<file path="config.mk">
export PLATFORM = sky130hd
export DESIGN_NAME = serial_flash_register_commands
export DESIGN_NICKNAME = d
export VERILOG_FILES = /design/src/flash_reg_pkg.sv /design/src/serial_flash_register_commands.sv /design/src/pin_sync.sv
export SDC_FILE = /design/constraint.sdc
export NUM_CORES = 1
export LEC_CHECK = 0
export BUFFER_PORTS_ARGS = -buffer_cell sky130_fd_sc_hd__buf_4
export CAP_MARGIN = 20
export CORE_ASPECT_RATIO = 1.25
export CORE_UTILIZATION = 55
export DETAILED_ROUTE_END_ITERATION = 6
export PLACE_DENSITY = 0.74
export REMOVE_ABC_BUFFERS = 1
export SLEW_MARGIN = 20
export SYNTH_ARGS = -nofsm -noshare
export SYNTH_HDL_FRONTEND = slang
export SYNTH_SLANG_ARGS = --single-unit
</file>
<file path="constraint.sdc">
create_clock -name clock_i -period 3.8 [get_ports clock_i]
set_input_delay 0.38 -clock clock_i [delete_from_list [all_inputs] [get_ports clock_i]]
set_output_delay 0.38 -clock clock_i [all_outputs]
set_load 0.05 [all_outputs]
</file>
<file path="src/flash_reg_pkg.sv">
package flash_reg_pkg;

  // ----------------------------------------
  // clock
  // ----------------------------------------
  localparam int CLK_PERIOD_NS = 20;

  // ----------------------------------------
  // command opcodes
  // ----------------------------------------
  localparam logic [7:0] OP_READ_STATUS_ONE = 8'h05;
  localparam logic [7:0] OP_READ_STATUS_TWO = 8'h07;
  localparam logic [7:0] OP_READ_CONFIG = 8'h35;
  localparam logic [7:0] OP_BANK_READ = 8'h16;
  localparam logic [7:0] OP_BANK_WRITE = 8'h17;
  localparam logic [7:0] OP_BANK_ACCESS_PREFIX = 8'hB9;
  localparam logic [7:0] OP_WRITE_REGISTERS = 8'h01;
  localparam logic [7:0] OP_WRITE_ENABLE = 8'h06;

  // ----------------------------------------
  // field positions
  // ----------------------------------------
  localparam int SR1_WRITE_DISABLE_BIT = 7;
  localparam int SR1_PROGRAM_ERR_BIT = 6;
  localparam int SR1_ERASE_ERR_BIT = 5;
  localparam int SR1_WEL_BIT = 1;
  localparam int SR1_BUSY_BIT = 0;
  localparam int CR_QUAD_BIT = 1;
  localparam int BAR_EXT_BIT = 7;

  // ----------------------------------------
  // write masks: writable, one-time, non-volatile
  // ----------------------------------------
  localparam logic [7:0] SR1_WRITE_MASK = 8'h9C;
  localparam logic [7:0] SR1_NV_MASK = 8'h9C;
  localparam logic [7:0] CR_WRITE_MASK = 8'hFE;
  localparam logic [7:0] CR_OTP_MASK = 8'h3C;
  localparam logic [7:0] CR_NV_MASK = 8'h3E;
  localparam logic [7:0] SR2_WRITE_MASK = 8'hFF;
  localparam logic [7:0] SR2_NV_MASK = 8'h00;
  localparam logic [7:0] BAR_WRITE_MASK = 8'h83;
  localparam logic [7:0] BAR_PREFIX_MASK = 8'h03;

  // ----------------------------------------
  // values after reset
  // ----------------------------------------
  localparam logic [7:0] SR1_RESET = 8'h00;
  localparam logic [7:0] CR_RESET = 8'h00;
  localparam logic [7:0] SR2_RESET = 8'h00;
  localparam logic [7:0] BAR_RESET = 8'h00;

  // ----------------------------------------
  // frame bit counts (opcode plus data)
  // ----------------------------------------
  localparam logic [5:0] CMD_BITS = 6'h08;
  localparam logic [5:0] ONE_BYTE_BITS = 6'h10;
  localparam logic [5:0] TWO_BYTE_BITS = 6'h18;
  localparam logic [5:0] THREE_BYTE_BITS = 6'h20;
  localparam logic [5:0] BIT_COUNT_MAX = 6'h3F;

  // ----------------------------------------
  // timing
  // ----------------------------------------
  localparam int SELECT_HIGH_TIME_NS = 50;
  localparam int REGISTER_WRITE_TIME_NS = 200000000;
  localparam int SELECT_HIGH_CYCLES_RAW = SELECT_HIGH_TIME_NS / CLK_PERIOD_NS;
  localparam int SELECT_HIGH_CYCLES = (SELECT_HIGH_CYCLES_RAW < 1) ? 1 : SELECT_HIGH_CYCLES_RAW;
  localparam int REGISTER_WRITE_CYCLES = REGISTER_WRITE_TIME_NS / CLK_PERIOD_NS;

  // ----------------------------------------
  // pin synchroniser
  // ----------------------------------------
  localparam int PIN_COUNT = 5;
  localparam logic [4:0] PIN_IDLE = 5'h03;

endpackage

</file>
<file path="src/serial_flash_register_commands.sv">
`timescale 1ns/1ps
module serial_flash_register_commands #(
  parameter int WRITE_CYCLES = flash_reg_pkg::REGISTER_WRITE_CYCLES
) (
  // clock and reset
  input wire logic clock_i,
  input wire logic rst_b_i,
  // serial link
  input wire logic cs_b_i,
  input wire logic sck_i,
  input wire logic si_i,
  output logic so_o,
  output logic so_oe_o,
  // protection pin and array fault
  input wire logic write_protect_b_i,
  input wire logic write_fail_i,
  // register view
  output logic [7:0] status_one_o,
  output logic [7:0] status_two_o,
  output logic [7:0] config_o,
  output logic [7:0] bank_address_register_o,
  output logic [7:0] high_address_o,
  output logic busy_o
);

  // ----------------------------------------
  // state
  // ----------------------------------------
  typedef struct packed {
    logic sck_prev;
    logic cs_prev;
    logic [5:0] bit_cnt;
    logic [7:0] opcode;
    logic [23:0] data;
    logic [7:0] out_sh;
    logic so;
    logic so_oe;
    logic [7:0] sr1;
    logic [7:0] cr;
    logic [7:0] sr2;
    logic [7:0] bar;
    logic [7:0] high_addr;
    logic bank_open;
    logic [31:0] timer;
  } state_t;

  state_t st;
  state_t next_st;

  logic [4:0] pins;
  logic cs_b;
  logic sck;
  logic si;
  logic wp_b;
  logic fail;

  // ----------------------------------------
  // pin synchronisers
  // ----------------------------------------
  pin_sync #(
    .WIDTH(flash_reg_pkg::PIN_COUNT),
    .IDLE(flash_reg_pkg::PIN_IDLE)
  ) u_pin_sync (
    .clock_i(clock_i),
    .rst_b_i(rst_b_i),
    .pins_i({write_fail_i, si_i, sck_i, write_protect_b_i, cs_b_i}),
    .pins_o(pins)
  );

  assign cs_b = pins[0];
  assign wp_b = pins[1];
  assign sck = pins[2];
  assign si = pins[3];
  assign fail = pins[4];

  // ----------------------------------------
  // helpers
  // ----------------------------------------
  // keeps read-only bits, lets one-time bits only rise
  function automatic logic [7:0] merge_write(input logic [7:0] old_v, input logic [7:0] new_v,
                                             input logic [7:0] wmask, input logic [7:0] otp);
    merge_write = (old_v & ~wmask) | (new_v & wmask & ~otp) | ((old_v | new_v) & otp & wmask);
  endfunction

  function automatic logic [7:0] read_value(input logic [7:0] op, input state_t s);
    case (op)
      flash_reg_pkg::OP_READ_STATUS_ONE: read_value = s.sr1;
      flash_reg_pkg::OP_READ_STATUS_TWO: read_value = s.sr2;
      flash_reg_pkg::OP_READ_CONFIG: read_value = s.cr;
      flash_reg_pkg::OP_BANK_READ: read_value = s.bar;
      default: read_value = 8'h00;
    endcase
  endfunction

  function automatic logic is_read(input logic [7:0] op);
    is_read = (op == flash_reg_pkg::OP_READ_STATUS_ONE) ||
              (op == flash_reg_pkg::OP_READ_STATUS_TWO) ||
              (op == flash_reg_pkg::OP_READ_CONFIG) ||
              (op == flash_reg_pkg::OP_BANK_READ);
  endfunction

  // first data byte sits deeper in the shifter the more bytes follow it
  function automatic logic [7:0] data_byte(input logic [23:0] d, input logic [5:0] cnt,
                                           input logic [1:0] idx);
    logic [1:0] total;
    total = 2'h0;
    case (cnt)
      flash_reg_pkg::ONE_BYTE_BITS: total = 2'h1;
      flash_reg_pkg::TWO_BYTE_BITS: total = 2'h2;
      default: total = 2'h3;
    endcase
    case (total - idx)
      2'h0: data_byte = d[7:0];
      2'h1: data_byte = d[15:8];
      2'h2: data_byte = d[23:16];
      default: data_byte = 8'h00;
    endcase
  endfunction

  // ----------------------------------------
  // next state
  // ----------------------------------------
  always_comb begin
    logic sck_rise;
    logic sck_fall;
    logic cs_fall;
    logic cs_rise;
    logic [7:0] op_now;
    logic frame_ok;
    logic permitted;
    logic [7:0] b1;
    logic [7:0] new_sr1;
    logic [7:0] new_cr;
    logic [7:0] new_sr2;
    logic nv_change;
    sck_rise = 1'b0;
    sck_fall = 1'b0;
    cs_fall = 1'b0;
    cs_rise = 1'b0;
    op_now = 8'h00;
    frame_ok = 1'b0;
    permitted = 1'b0;
    b1 = 8'h00;
    new_sr1 = 8'h00;
    new_cr = 8'h00;
    new_sr2 = 8'h00;
    nv_change = 1'b0;
    next_st = st;
    next_st.sck_prev = sck;
    next_st.cs_prev = cs_b;
    sck_rise = !cs_b && sck && !st.sck_prev;
    sck_fall = !cs_b && !sck && st.sck_prev;
    cs_fall = !cs_b && st.cs_prev;
    cs_rise = cs_b && !st.cs_prev;
    op_now = {st.opcode[6:0], si};

    // ----------------------------------------
    // self-timed write completion
    // ----------------------------------------
    if (st.sr1[flash_reg_pkg::SR1_BUSY_BIT]) begin
      if (st.timer <= 32'h0000_0001) begin
        next_st.timer = 32'h0000_0000;
        next_st.sr1[flash_reg_pkg::SR1_BUSY_BIT] = 1'b0;
        next_st.sr1[flash_reg_pkg::SR1_WEL_BIT] = 1'b0;
        if (fail) begin
          next_st.sr1[flash_reg_pkg::SR1_PROGRAM_ERR_BIT] = 1'b1;
        end
      end else begin
        next_st.timer = st.timer - 32'h0000_0001;
      end
    end

    // ----------------------------------------
    // frame start and bit shifting
    // ----------------------------------------
    if (cs_fall) begin
      next_st.bit_cnt = 6'h00;
      next_st.opcode = 8'h00;
      next_st.data = 24'h00_0000;
    end else if (sck_rise) begin
      // long reads wrap to a byte boundary so the stream never sticks
      next_st.bit_cnt = (st.bit_cnt != flash_reg_pkg::BIT_COUNT_MAX) ? st.bit_cnt + 6'h01 :
                        is_read(st.opcode) ? flash_reg_pkg::CMD_BITS : st.bit_cnt;
      if (st.bit_cnt < flash_reg_pkg::CMD_BITS) begin
        next_st.opcode = op_now;
      end else begin
        next_st.data = {st.data[22:0], si};
      end
      // fresh value loaded at every byte boundary of a read
      if (st.bit_cnt == flash_reg_pkg::CMD_BITS - 6'h01 && is_read(op_now)) begin
        next_st.out_sh = read_value(op_now, st);
      end else if (st.bit_cnt >= flash_reg_pkg::CMD_BITS && st.bit_cnt[2:0] == 3'h7 &&
                   is_read(st.opcode)) begin
        next_st.out_sh = read_value(st.opcode, st);
      end
    end else if (sck_fall && st.bit_cnt >= flash_reg_pkg::CMD_BITS && is_read(st.opcode)) begin
      next_st.so = st.out_sh[7];
      next_st.so_oe = 1'b1;
      next_st.out_sh = {st.out_sh[6:0], 1'b0};
    end

    // ----------------------------------------
    // command execution on select rise
    // ----------------------------------------
    if (cs_rise) begin
      next_st.so_oe = 1'b0;
      next_st.so = 1'b0;
      next_st.bank_open = 1'b0;
      b1 = data_byte(st.data, st.bit_cnt, 2'h1);
      case (st.opcode)
        flash_reg_pkg::OP_WRITE_ENABLE: begin
          if (st.bit_cnt == flash_reg_pkg::CMD_BITS) begin
            next_st.sr1[flash_reg_pkg::SR1_WEL_BIT] = 1'b1;
          end
        end
        flash_reg_pkg::OP_BANK_ACCESS_PREFIX: begin
          if (st.bit_cnt == flash_reg_pkg::CMD_BITS) begin
            next_st.bank_open = 1'b1;
          end
        end
        flash_reg_pkg::OP_BANK_WRITE: begin
          // status flags untouched: only the bank register moves
          if (st.bit_cnt == flash_reg_pkg::ONE_BYTE_BITS) begin
            next_st.bar = st.data[7:0] & flash_reg_pkg::BAR_WRITE_MASK;
          end
        end
        flash_reg_pkg::OP_WRITE_REGISTERS: begin
          if (st.bank_open) begin
            // prefixed form: no latch needed, second byte dropped, no busy
            if (st.bit_cnt >= flash_reg_pkg::ONE_BYTE_BITS) begin
              next_st.bar = (st.bar & ~flash_reg_pkg::BAR_PREFIX_MASK) |
                            (b1 & flash_reg_pkg::BAR_PREFIX_MASK);
            end
          end else begin
            frame_ok = (st.bit_cnt == flash_reg_pkg::ONE_BYTE_BITS) ||
                       (st.bit_cnt == flash_reg_pkg::TWO_BYTE_BITS) ||
                       (st.bit_cnt == flash_reg_pkg::THREE_BYTE_BITS);
            permitted = st.sr1[flash_reg_pkg::SR1_WEL_BIT] &&
                        !(st.sr1[flash_reg_pkg::SR1_WRITE_DISABLE_BIT] && !wp_b &&
                          !st.cr[flash_reg_pkg::CR_QUAD_BIT]);
            new_sr1 = merge_write(st.sr1, b1, flash_reg_pkg::SR1_WRITE_MASK, 8'h00);
            new_cr = st.cr;
            new_sr2 = st.sr2;
            if (st.bit_cnt >= flash_reg_pkg::TWO_BYTE_BITS) begin
              new_cr = merge_write(st.cr, data_byte(st.data, st.bit_cnt, 2'h2),
                                   flash_reg_pkg::CR_WRITE_MASK,
                                   flash_reg_pkg::CR_OTP_MASK);
            end
            if (st.bit_cnt == flash_reg_pkg::THREE_BYTE_BITS) begin
              new_sr2 = merge_write(st.sr2, data_byte(st.data, st.bit_cnt, 2'h3),
                                    flash_reg_pkg::SR2_WRITE_MASK, 8'h00);
            end
            nv_change = |((new_sr1 ^ st.sr1) & flash_reg_pkg::SR1_NV_MASK) ||
                        |((new_cr ^ st.cr) & flash_reg_pkg::CR_NV_MASK) ||
                        |((new_sr2 ^ st.sr2) & flash_reg_pkg::SR2_NV_MASK);
            // a write in flight owns the registers until it ends
            if (frame_ok && permitted && !st.sr1[flash_reg_pkg::SR1_BUSY_BIT]) begin
              next_st.sr1 = new_sr1;
              next_st.sr1[flash_reg_pkg::SR1_BUSY_BIT] = 1'b1;
              next_st.cr = new_cr;
              next_st.sr2 = new_sr2;
              next_st.timer = nv_change ? 32'(WRITE_CYCLES) :
                              32'(flash_reg_pkg::SELECT_HIGH_CYCLES);
            end
          end
        end
        default: begin
          next_st.bank_open = 1'b0;
        end
      endcase
    end

    // high address bits come from the bank only in three-byte mode
    next_st.high_addr = next_st.bar[flash_reg_pkg::BAR_EXT_BIT] ? 8'h00 :
                        (next_st.bar & ~(8'h01 << flash_reg_pkg::BAR_EXT_BIT));
  end

  // ----------------------------------------
  // state register
  // ----------------------------------------
  always_ff @(posedge clock_i) begin
    if (!rst_b_i) begin
      st.sck_prev <= 1'b0;
      st.cs_prev <= 1'b1;
      st.bit_cnt <= 6'h00;
      st.opcode <= 8'h00;
      st.data <= 24'h00_0000;
      st.out_sh <= 8'h00;
      st.so <= 1'b0;
      st.so_oe <= 1'b0;
      st.sr1 <= flash_reg_pkg::SR1_RESET;
      st.cr <= flash_reg_pkg::CR_RESET;
      st.sr2 <= flash_reg_pkg::SR2_RESET;
      st.bar <= flash_reg_pkg::BAR_RESET;
      st.high_addr <= flash_reg_pkg::BAR_RESET;
      st.bank_open <= 1'b0;
      st.timer <= 32'h0000_0000;
    end else begin
      st <= next_st;
    end
  end

  // ----------------------------------------
  // outputs
  // ----------------------------------------
  assign so_o = st.so;
  assign so_oe_o = st.so_oe;
  assign status_one_o = st.sr1;
  assign status_two_o = st.sr2;
  assign config_o = st.cr;
  assign bank_address_register_o = st.bar;
  assign high_address_o = st.high_addr;
  assign busy_o = st.sr1[flash_reg_pkg::SR1_BUSY_BIT];

endmodule

</file>
<file path="src/pin_sync.sv">
`timescale 1ns/1ps
module pin_sync #(
  parameter int WIDTH = 5,
  parameter logic [WIDTH-1:0] IDLE = '0
) (
  // clock and reset
  input wire logic clock_i,
  input wire logic rst_b_i,
  // pins
  input wire logic [WIDTH-1:0] pins_i,
  output logic [WIDTH-1:0] pins_o
);

  // ----------------------------------------
  // two stages; first stage feeds only the second
  // ----------------------------------------
  logic [WIDTH-1:0] stage_one;

  always_ff @(posedge clock_i) begin
    if (!rst_b_i) begin
      stage_one <= IDLE;
      pins_o <= IDLE;
    end else begin
      stage_one <= pins_i;
      pins_o <= stage_one;
    end
  end

endmodule

</file>
# Word level (Yosys, flattened, before mapping)
# Cells that the tools add are included.
[totals] romBits=0 input_bits=7 n_memories=0 ram_bits=0 latch_bits=0 reg_bits=133
[op_classes] mux=56 shift=0 reduce_logical=49 n_lt_le_gt_ge=5 bitwise=12 div_mod_pow=0 addsub=5 eq_ne=26 mul=0
[op_table] op="two-way mux 32 bit" n=6
[op_table] op="two-way mux 8 bit" n=16
[op_table] op="case mux 8 bit (3 select lines)" n=3
[op_table] op="case mux 8 bit (4 select lines)" n=2
[op_table] op="two-way mux 23 bit" n=2
[op_table] op="== test 8 x 3 -> 1 bit (second input constant)" n=5
[op_table] op="less-or-equal comparator 32 x 1 -> 1 bit (second input constant)" n=1
[op_table] op="subtractor 32 x 1 -> 32 bit (second input constant)" n=1
[op_table] op="two-way mux 31 bit" n=1
[op_table] op="== test 8 x 5 -> 1 bit (second input constant)" n=3
[op_table] op="two-way mux 24 bit" n=1
[op_table] op="two-way mux 2 bit" n=11
[op_table] op="two-way mux 17 bit" n=1
[op_table] op="== test 8 x 6 -> 1 bit (second input constant)" n=2
[op_table] op="logical AND 1 bit" n=16
[op_table] op="case mux 8 bit (2 select lines)" n=1
[op_table] op="== test 6 x 5 -> 1 bit (second input constant)" n=2
[op_table] op="greater-or-equal comparator 6 x 5 -> 1 bit (second input constant)" n=2
[op_table] op="two-way mux 6 bit" n=2
[op_table] op="two-way mux 10 bit" n=1
[op_table] op="logical OR 1 bit" n=9
[op_table] op="== test 8 x 1 -> 1 bit (second input constant)" n=1
[op_table] op="== test 8 bit (second input constant)" n=1
[op_table] op="zero test 1 bit" n=8
[op_table] op="33 further kinds" n=55

# Depth between registers and ports, before layout
# Gate-level depths: netlist of run 1.
[logic_depth] word_depth=27 mapped_depth=12

# Cells and area by module
# Synthesis of run 1 repeated with hierarchy kept, for this count alone.
[hier_totals] hier_cells=785 area_unflattened_um2=6448.7
[modules_own_cells] mod="serial_flash_register_commands" cells_each=765 instances=1 area_each_um2=6185.9
[modules_own_cells] mod="pin_sync" cells_each=20 instances=1 area_each_um2=262.8

# Least setup slack after synthesis of run 1
# No wires, ideal clock.
[synth_timing] kind="reg2reg" startpoint="reg st[120] (netlist bit)" endpoint="reg st[7] (netlist bit)" setup_time_ns=0.123 t_required_ns=3.677 setup_slack_ns=0.811 path_buffers=2 t_arrival_ns=2.866 path_stages_with_launch=13 path_cell_list="dfxtp_1 buf_2 nor4_1 nand3b_1 inv_1 ha_1 clkbuf_1 a21oi_1 a222oi_1 xor2_1 o2111a_1 a31oi_2 or2_2"
[synth_between] elab_chain_cells=27 elab_cells_between_ends=47 cone_classes="2 x add/sub; 1 x order compare; 7 x eq/ne; 22 x mux; 6 x bitwise; 9 x reduce/logical"
[synth_rtl] item="from (decl)" line="serial_flash_register_commands.sv:47" rtl="state_t st;"
[synth_rtl] item="from (signal assigned)" line="serial_flash_register_commands.sv:299" rtl="st <= next_st;"
[synth_rtl] item="== test 6 x 5 -> 1 bit (on tied branches)" line="serial_flash_register_commands.sv:107, serial_flash_register_commands.sv:236, serial_flash_register_commands.sv:235"
[synth_rtl] item="case mux 2 bit (2 select lines)" line="serial_flash_register_commands.sv:107" rtl="case (cnt)"
[synth_rtl] item="two-way mux 2 bit" line="serial_flash_register_commands.sv:244" rtl="if (st.bit_cnt >= flash_reg_pkg::TWO_BYTE_BITS) begin"
[synth_rtl] item="two-way mux 2 bit" line="serial_flash_register_commands.sv:228" rtl="if (st.bank_open) begin"
[synth_rtl] item="two-way mux 2 bit" line="serial_flash_register_commands.sv:210" rtl="case (st.opcode)"
[synth_rtl] item="two-way mux 2 bit" line="serial_flash_register_commands.sv:205" rtl="if (cs_rise) begin"
[synth_rtl] item="subtractor 2 bit" line="serial_flash_register_commands.sv:112" rtl="case (total - idx)"
[synth_rtl] item="== test 2 bit, or another cell as far along" line="serial_flash_register_commands.sv:112"
[synth_rtl] item="[11 not listed]"
[synth_rtl] item="bitwise XOR 6 bit" line="serial_flash_register_commands.sv:254" rtl="|((new_cr ^ st.cr) & flash_reg_pkg::CR_NV_MASK) ||"
[synth_rtl] item="OR reduction 5 bit" line="serial_flash_register_commands.sv:254"
[synth_rtl] item="logical OR 1 bit" line="serial_flash_register_commands.sv:253" rtl="nv_change = |((new_sr1 ^ st.sr1) & flash_reg_pkg::SR1_NV_MASK) ||"
[synth_rtl] item="two-way mux 24 bit" line="serial_flash_register_commands.sv:262" rtl="next_st.timer = nv_change ? 32'(WRITE_CYCLES) :"
[synth_rtl] item="two-way mux 32 bit (*)" line="serial_flash_register_commands.sv:257" rtl="if (frame_ok && permitted && !st.sr1[flash_reg_pkg::SR1_BUSY_BIT]) begin"
[synth_rtl] item="two-way mux 32 bit (*)" line="serial_flash_register_commands.sv:228"
[synth_rtl] item="two-way mux 32 bit (*)" line="serial_flash_register_commands.sv:210"
[synth_rtl] item="two-way mux 32 bit (*)" line="serial_flash_register_commands.sv:205"
# Mark *: on every way between the ends. The rest lies on a longest branch, timed or not. The select of a mux whose other input is x is not followed.
# A chain may end at the register's enable or synchronous reset.

# Final worst setup path of run 1
# Same ends and word-level chain as after synthesis.

==> qor.csv, run 1 <==
metric,value,unit
DR iter-0 viols,533,
# IOs,50,
unrepaired setup endpoints after global routing,false,
HP Class,input pin to flop,
CTS resizes,0,
cell row count,44,
Synth Instances,796,
Hold Path Depth,2,
share of cells above drive strength 1,0.139,
vias in the first global route,5514,
actual slew at the worst max-slew pin,0.969,ns
GPL Wtd Cong,0.951,
#FFs+latches synth,130,
ordered cell list for the critical path,"nor4_1, nand3b_1, inv_1, ha_1, buf_4, nor2b_1, a222oi_1, xor2_1, o2111a_1, a31oi_2, or2_2",
# setup viols final,0,
Initial Util,0.563,
largest net degree at the start of global routing,39,
Final min period,3.47,ns
CTS Hold Bufs,0,
top_reg_cell synth,dfxtp_1,
clk sink count,130,
Post-CTS Setup Bufs,0,
Post-DP Area,6690,um2
Core Area,11600,um2
most frequent cells in the layout,"dfxtp_1, nand2_1, a21oi_1",
peak fanout along the critical path,13,
Final period util,0.912,
Yosys top cell area share,0.398,
Critical Path Max Stage Delay,0.47,ns
die footprint,12300,um2
worst-skew pair later-pin latency,0.43,ns
total track usage,0.280,
ys async rst share,0,
# fillers,1003,
vias,5756,
post-route design area,7360,um2
Die Height,124,um
YS warnings,0,
post-synthesis sequential area ratio,0.398,
mean number of vias per cell,5.96,
adder-cell share of the synthesized area,0.0153,
Slew HR,0.352,
worst r2r path cells,11,
Layout Nets,806,
CTS Buffer Depth,2,
critical path endpoint category,flop,
"area leader, netlist",dfxtp_1,
reg2reg setup slack,0.33,ns
CTS buffer count,17,
CP Data Required Time,4.11,ns
chip width,99.6,um
run status,completed,
Total Negative Setup Slacks,0,ns
CTS clock-pin slew for the worst setup and hold paths,0.06,ns
Post-Synth XOR/XNOR Area,0.0428,
area of the mapped netlist,6550,um2
crit path kind,flop to flop,
drc violations,0,
largest family of logic cells by synthesized area,simple AND/OR/NAND/NOR gates,
"EDFF count, synth",0,
Multi-input gate area,3400,um2
port bufs,46,
DR WL/cell,17.0,um
Routed WL,16.4,mm
CP Launch Type,flop,
fmax,288,MHz
final slew viol count,0,
clk_skew,0.0103,ns
peak supply drop,347,uV
MaxCap Viol Count,0,
leakage power,2.72,nW
Seq. cell area,2600,um2
PwrDens,443,nW/um2
final hold viol count,0,
"most common cell after layout, fill and taps aside",dfxtp_1,
CTS tree,done,
post-synthesis simple-gate area fraction,0.257,
Post-Syn Area per Cell,8.22,um2
Worst EP arrival,3.77,ns
Post-DRT Antenna Nets,0,
mux contribution to synthesized area,0.0182,
Congestion Overflow GR,0,
initial antenna violation count,0,
synthesis-to-finish area growth,12.4,%
first-pass GRT wire length,26.9,mm
htree depth,4,
Pre-antenna DRT Iters,5,
largest cells by area after synthesis,"dfxtp_1, nand2_1, a21oi_1",
dpl hpwl,11.9,mm
ANT cells,0,
Compound-Gate Fraction of Synth Area,0.185,
Slowest cell on crit path,nor4_1,
synth unique cells,66,
CTS Root Cell,clkbuf_16,
cell usage after synthesis, types with 5 or more instances:
master    number
a211oi_1       5
a21oi_1       63
a221o_1        5
a222oi_1       5
a22o_1         6
a22oi_1       34
and2_1        16
and3_1         6
buf_2          6
buf_4         40
clkbuf_1      34
dfxtp_1      130
ha_1           8
inv_1         15
mux2_2         7
nand2_1      124
nand2b_1      10
nand3_1       14
nand4_1        7
nor2_1        60
nor2b_1        9
nor3_1        20
nor4_1        11
o21a_1         8
o21ai_0       27
o21bai_1       8
or3_1         18
xnor2_1       17
xor2_1        15
stage by stage:
stage	total power [mW]	instances	hold slack, ns	utilization	setup WS (ns)
finish	3.26	965	0.137	0.634	0.334
global route	3.36	965	0.139	0.634	0.178
CTS	3.28	965	0.128	0.634	0.442
detailed placement	1.45	933	0.403	0.576	0.465
global placement	1.45	933	0.398	0.576	0.672
floorplan	1.43	715	0.386	-	0.783
state kept, by name (all words and copies together) (netlist names):
register	count
bank_address_register_o	8
config_o	7
high_address_o	7
so_o	1
so_oe_o	1
st	81
status_one_o	7
status_two_o	8
u_pin_sync.pins_o	5
u_pin_sync.stage_one	5
area by class of cell:
cell class              count  share of cell area
flip-flops and latches    130               0.354
clock buffers              18              0.0583
clock inverters            14              0.0321
well taps                 161              0.0274
inverters                  16             0.00816
repair buffers             57              0.0581
multi-input cells         569               0.462
layer usage:
metal / vias to the layer above / GRT usage / part of all wire
met4: 0 / 0.171 / 0.041
met5: - / 0 / 0
met2: 215 / 0.490 / 0.50
met3: 59 / 0.0651 / 0.061
met1: 2728 / 0.310 / 0.40
li1: 2754 / - / -
final timing paths:
kind,end,startpoint
min reg2reg,u_pin_sync.pins_o[0]$_SDFF_PN1_,u_pin_sync.stage_one[0]$_SDFF_PN1_
max reg2reg,st[7]$_SDFF_PN0_,st[120]$_SDFFE_PP0P_
min,u_pin_sync.stage_one[0]$_SDFF_PN1_,cs_b_i
max,st[7]$_SDFF_PN0_,st[120]$_SDFFE_PP0P_
critical path, delay by kind of cell (launching register included):
kind	cells	cell delay [ns]
AND/OR/NAND/NOR	4	1.17
flip-flops	1	0.40
XOR/XNOR	1	0.19
adder cells (fa/ha/maj)	1	0.29
buffers and inverters	2	0.40
AO/OA/AOI/OAI	3	0.89
where the power goes:
part           switching, mW  internal [mW]
Combinational         0.0390         0.0141
Sequential           0.00339           1.37
Clock                  0.607           1.23
cell families after synthesis:
kind of cell / count (synthesis)
XOR/XNOR: 32
AND/OR/NAND/NOR: 331
multiplexers: 11
flip-flops: 130
AO/OA/AOI/OAI: 184
buffers and inverters: 99
adder cells (fa/ha/maj): 8
other: 1
No activity file was read; power rests on OpenSTA's default activity.
==> run 2, diff against run 1 <==
CORE_UTILIZATION = 50   (was 55)
PLACE_DENSITY = 0.68   (was 0.74)
==> qor.csv, run 2 (synthesis gave the netlist of run 1 again) <==
metric,value,unit,change
port bufs,46,,unchanged
Layout Nets,803,,-0.37%
GPL Wtd Cong,0.919,,-3.4%
Post-DP Area,6680,um2,-0.21%
final slew viol count,0,,unchanged
reg2reg setup slack,0.30,ns,-0.03 ns
# setup viols final,0,,unchanged
vias in the first global route,5428,,-1.6%
critical path endpoint category,flop,,
chip width,104,um,+4.8%
peak fanout along the critical path,18,,+5
CTS Hold Bufs,0,,unchanged
htree depth,4,,unchanged
Slew HR,0.339,,-0.0136
cell row count,46,,+4.5%
peak supply drop,297,uV,-14%
most frequent cells in the layout,"dfxtp_1, nand2_1, a21oi_1",,
run status,completed,,
DR iter-0 viols,396,,-26%
initial antenna violation count,0,,unchanged
worst-skew pair later-pin latency,0.43,ns,about the same
CTS Root Cell,clkbuf_16,,
largest net degree at the start of global routing,39,,unchanged
ANT cells,0,,unchanged
Routed WL,16.7,mm,+1.9%
Congestion Overflow GR,0,,unchanged
CP Data Required Time,4.12,ns,about the same
CTS clock-pin slew for the worst setup and hold paths,0.06,ns,about the same
Core Area,12700,um2,+9.5%
MaxCap Viol Count,0,,unchanged
Post-DRT Antenna Nets,0,,unchanged
Initial Util,0.515,,-0.0489
CTS resizes,0,,unchanged
clk sink count,130,,unchanged
Largest Register,st,,
post-route design area,7390,um2,+0.39%
reg2reg end,st[7]$_SDFF_PN0_,,
fmax,286,MHz,-0.98%
CTS buffer count,17,,unchanged
CTS tree,done,,
clk_skew,0.00591,ns,-0.00441 ns
share of cells above drive strength 1,0.137,,-0.00198
CTS Buffer Depth,2,,unchanged
CP Launch Type,flop,,
Pre-antenna DRT Iters,5,,unchanged
final hold viol count,0,,unchanged
reg-to-reg startpoint,st[120]$_SDFFE_PP0P_,,
Largest register FFs,81,,unchanged
Total Negative Setup Slacks,0,ns,unchanged
drc violations,0,,unchanged
total track usage,0.255,,-0.0257
"most common cell after layout, fill and taps aside",dfxtp_1,,
# IOs,50,,unchanged
Critical Path Sink,st[7]$_SDFF_PN0_,,
first-pass GRT wire length,27.1,mm,+0.95%
vias,5688,,-1.2%
PwrDens,457,nW/um2,+3.2%
synthesis-to-finish area growth,12.9,%,
dpl hpwl,12.1,mm,+1.7%
unrepaired setup endpoints after global routing,false,,
Post-CTS Setup Bufs,0,,unchanged
Final Non-Filler Cells,969,,+0.41%
HP Class,input pin to flop,,
DR WL/cell,17.3,um,+1.5%
mean number of vias per cell,5.87,,-1.6%
leakage power,2.74,nW,+0.42%
actual slew at the worst max-slew pin,0.990,ns,+0.0204 ns
Final period util,0.921,,+0.00906
Final min period,3.50,ns,+0.0344 ns
crit path kind,flop to flop,,
die footprint,13600,um2,+9.8%
Crit. Startpoint,st[120]$_SDFFE_PP0P_,,
# fillers,1121,,+12%
worst r2r path cells,10,,-1
Worst EP arrival,3.82,ns,+0.05 ns
Die Height,130,um,+4.8%
Final Util,0.581,,-0.0527
Cells after DPL,937,,+0.43%
## run 2: cell types whose count changed in the layout (fill, tap and decap cells not counted), sizes merged
cell | previous run | this run
buf | 57 | 54
clkinvlp | 2 | 0
bufinv | 6 | 7
clkbuf | 18 | 19
## run 2: metal layers
| layer | vias up | wire [um] | GRT usage | part of all wire |
|---|---|---|---|---|
| met1 | 2676 | 6810 | 0.289 | 0.41 |
| met5 | - | 0 | 0 | 0 |
| met4 | 0 | 542 | 0.145 | 0.032 |
| li1 | 2747 | - | - | - |
| met2 | 220 | 8460 | 0.450 | 0.51 |
| met3 | 45 | 904 | 0.0509 | 0.054 |
## run 2: stage by stage
step           power (mW)  hold WS, ns  worst slack, ns
2_1_floorplan        1.43        0.386            0.783
3_3_place_gp         1.45        0.395            0.542
3_5_place_dp         1.45        0.392            0.372
4_1_cts              3.40        0.124            0.353
5_1_grt              3.46        0.139           0.0412
6_report             3.38        0.135            0.299
## run 2: worst min-delay path by stage
stage / start / slack, ns / depth (start not counted) / to
global placement: u_pin_sync.stage_one[0]$_SDFF_PN1_ / 0.40 / 1 / u_pin_sync.pins_o[0]$_SDFF_PN1_
floorplan: u_pin_sync.stage_one[0]$_SDFF_PN1_ / 0.39 / 1 / u_pin_sync.pins_o[0]$_SDFF_PN1_
detailed placement: u_pin_sync.stage_one[0]$_SDFF_PN1_ / 0.39 / 1 / u_pin_sync.pins_o[0]$_SDFF_PN1_
global route: write_protect_b_i / 0.14 / 2 / u_pin_sync.stage_one[1]$_SDFF_PN1_
finish: cs_b_i / 0.13 / 2 / u_pin_sync.stage_one[0]$_SDFF_PN1_
CTS: cs_b_i / 0.12 / 2 / u_pin_sync.stage_one[0]$_SDFF_PN1_
## run 2: area by class of cell
class / count / area (um2) / area share
clock inverters: 13 / 255 / 0.0345
inverters: 16 / 60.1 / 0.00813
repair buffers: 54 / 405 / 0.0549
well taps: 168 / 210 / 0.0285
multi-input cells: 569 / 3400 / 0.460
flip-flops and latches: 130 / 2600 / 0.352
clock buffers: 19 / 453 / 0.0613
## run 2: worst max-delay path, stage by stage (launching register included)
cell and delay (ns):
dfxtp_1 0.39, nor4_1 0.40, nand3_1 0.18, inv_1 0.10, ha_1 0.48, a21oi_1 0.27
a222oi_1 0.57, xor2_1 0.22, o2111a_1 0.25, a31oi_2 0.19, or2_2 0.33
## run 2: report_power, final
part / internal, mW / switching [mW] / total [mW]
sequential: 1.37 / 0.00360 / 1.37
clock: 1.33 / 0.620 / 1.95
combinational: 0.0134 / 0.0378 / 0.0512
total: 2.71 / 0.662 / 3.38
==> run 3, diff against run 2 <==
CAP_MARGIN = unset   (was 20)
clock period = 3.9 ns   (was 3.8 ns; I/O delays follow)
==> qor.csv, run 3 (synthesis gave the netlist of run 1 again) <==
metric,value,unit,change
run status,completed,,
port bufs,46,,unchanged
final slew viol count,0,,unchanged
dpl hpwl,12.2,mm,+0.77%
Final min period,3.60,ns,+0.0958 ns
DR WL/cell,17.2,um,-0.13%
clk sink count,130,,unchanged
vias in the first global route,5351,,-1.4%
Total Negative Setup Slacks,0,ns,unchanged
chip width,104,um,unchanged
P_int,2.29,mW,-15%
actual slew at the worst max-slew pin,0.913,ns,-0.0762 ns
HP Class,input pin to flop,,
Die Height,130,um,unchanged
peak fanout along the critical path,18,,unchanged
worst-skew pair later-pin latency,0.43,ns,about the same
peak supply drop,341,uV,+15%
Net Sw Frac,0.224,,+0.0276
switching power,0.661,mW,-0.17%
share of cells above drive strength 1,0.136,,-0.00125
crit path kind,flop to flop,,
CTS Buffer Depth,2,,unchanged
unrepaired setup endpoints after global routing,false,,
Worst EP arrival,3.91,ns,+0.09 ns
Final Util,0.571,,-0.00984
DR iter-0 viols,364,,-8.1%
CTS buffer count,17,,unchanged
Largest Register,st,,
clk_skew,0.0103,ns,+0.00440 ns
initial antenna violation count,0,,unchanged
final hold viol count,0,,unchanged
clock power share,0.530,,-0.048
CTS resizes,0,,unchanged
synthesis-to-finish area growth,11.0,%,
GPL Wtd Cong,0.942,,+2.6%
htree depth,4,,unchanged
MaxCap Viol Count,0,,unchanged
cell row count,46,,unchanged
Core Area,12700,um2,unchanged
die footprint,13600,um2,unchanged
Post-DP Area,6680,um2,unchanged
PwrDens,407,nW/um2,-11%
Initial Util,0.515,,unchanged
fmax,278,MHz,-2.7%
worst setup margin,0.303,ns,+0.00418 ns
Post-CTS Setup Bufs,0,,unchanged
vias,5683,,-0.088%
# fillers,1157,,+3.2%
first-pass GRT wire length,27.1,mm,about the same
most frequent cells in the layout,"dfxtp_1, nand2_1, a21oi_1",,
worst hold margin,0.150,ns,+0.0157 ns
drc violations,0,,unchanged
Pre-antenna DRT Iters,5,,unchanged
CP Data Required Time,4.21,ns,+0.09 ns
CTS Hold Bufs,0,,unchanged
Comb pwr share,0.017,,+0.002
sequential power share,0.453,,+0.046
leakage power,2.67,nW,-2.5%
Largest register FFs,81,,unchanged
CTS tree,done,,
Congestion Overflow GR,0,,unchanged
# IOs,50,,unchanged
Slew HR,0.390,,+0.0509
"most common cell after layout, fill and taps aside",dfxtp_1,,
largest net degree at the start of global routing,39,,unchanged
ANT cells,0,,unchanged
# setup viols final,0,,unchanged
Layout Nets,803,,unchanged
post-route design area,7260,um2,-1.7%
CTS clock-pin slew for the worst setup and hold paths,0.06,ns,about the same
Placement Setup Slack,0.373,ns,+0.00165 ns
mean number of vias per cell,5.86,,about the same
critical path endpoint category,flop,,
total track usage,0.256,,+0.000842
Final period util,0.922,,+0.000946
CTS Root Cell,clkbuf_16,,
Routed WL,16.7,mm,-0.13%
Post-DRT Antenna Nets,0,,unchanged
CP Launch Type,flop,,
==> run 3: cell count changes in the layout (fill, tap and decap cells not counted) <==
cell / previous run / this run
clkbuf_1: 0 / 1
inv_6: 0 / 4
clkinv_4: 4 / 3
clkbuf_8: 2 / 0
bufinv_16: 7 / 2
clkinvlp_4: 0 / 3
==> run 3: layout make-up <==
type	count	area (um2)	area share
multi-input combinational	569	3400	0.468
tap	168	210	0.0289
clock buffer	18	429	0.0591
sequential	130	2600	0.358
clock inverter	14	154	0.0212
inverter	16	60.1	0.00827
timing repair buffer	54	405	0.0558
==> run 3: path summary, 6_finish.rpt <==
check | startpoint | slack (ns) | cells past startpoint | end
worst min register to register | u_pin_sync.stage_one[0]$_SDFF_PN1_ | 0.41 | 1 | u_pin_sync.pins_o[0]$_SDFF_PN1_
worst min-delay path | cs_b_i | 0.15 | 2 | u_pin_sync.stage_one[0]$_SDFF_PN1_
worst max-delay path | st[120]$_SDFFE_PP0P_ | 0.30 | 10 | st[7]$_SDFF_PN0_
worst max register to register | st[120]$_SDFFE_PP0P_ | 0.30 | 10 | st[7]$_SDFF_PN0_
==> run 3: worst max-delay path: stages, from the launching register on <==
cell,delay (ns)
dfxtp_1,0.40
nor4_1,0.42
nand3b_1,0.22
inv_1,0.16
ha_1,0.54
a21oi_1,0.28
a222oi_1,0.53
xor2_1,0.18
o2111a_1,0.24
a31oi_2,0.18
or2_2,0.33
==> run 3: power groups by stage <==
stage          combinational [mW]  sequential (mW)  clock [mW]
2_1_floorplan              0.0287             1.36           0
3_3_place_gp               0.0497             1.37           0
3_5_place_dp               0.0507             1.37           0
4_1_cts                    0.0508             1.34        1.59
5_1_grt                    0.0554             1.34        1.65
6_report                   0.0502             1.34        1.57
==> run 3: layer usage <==
| layer | global-route usage | vias to the layer above | share of wire |
|---|---|---|---|
| met4 | 0.138 | 0 | 0.026 |
| met3 | 0.0519 | 41 | 0.048 |
| met1 | 0.290 | 2709 | 0.41 |
| li1 | - | 2753 | - |
| met5 | 0 | - | 0 |
| met2 | 0.454 | 180 | 0.51 |
==> run 3: through the flow <==
step	total power [mW]	cells
after CTS	2.98	969
after global routing	3.04	969
after global placement	1.42	937
after detailed placement	1.42	937
final	2.95	969
after floorplan	1.39	715
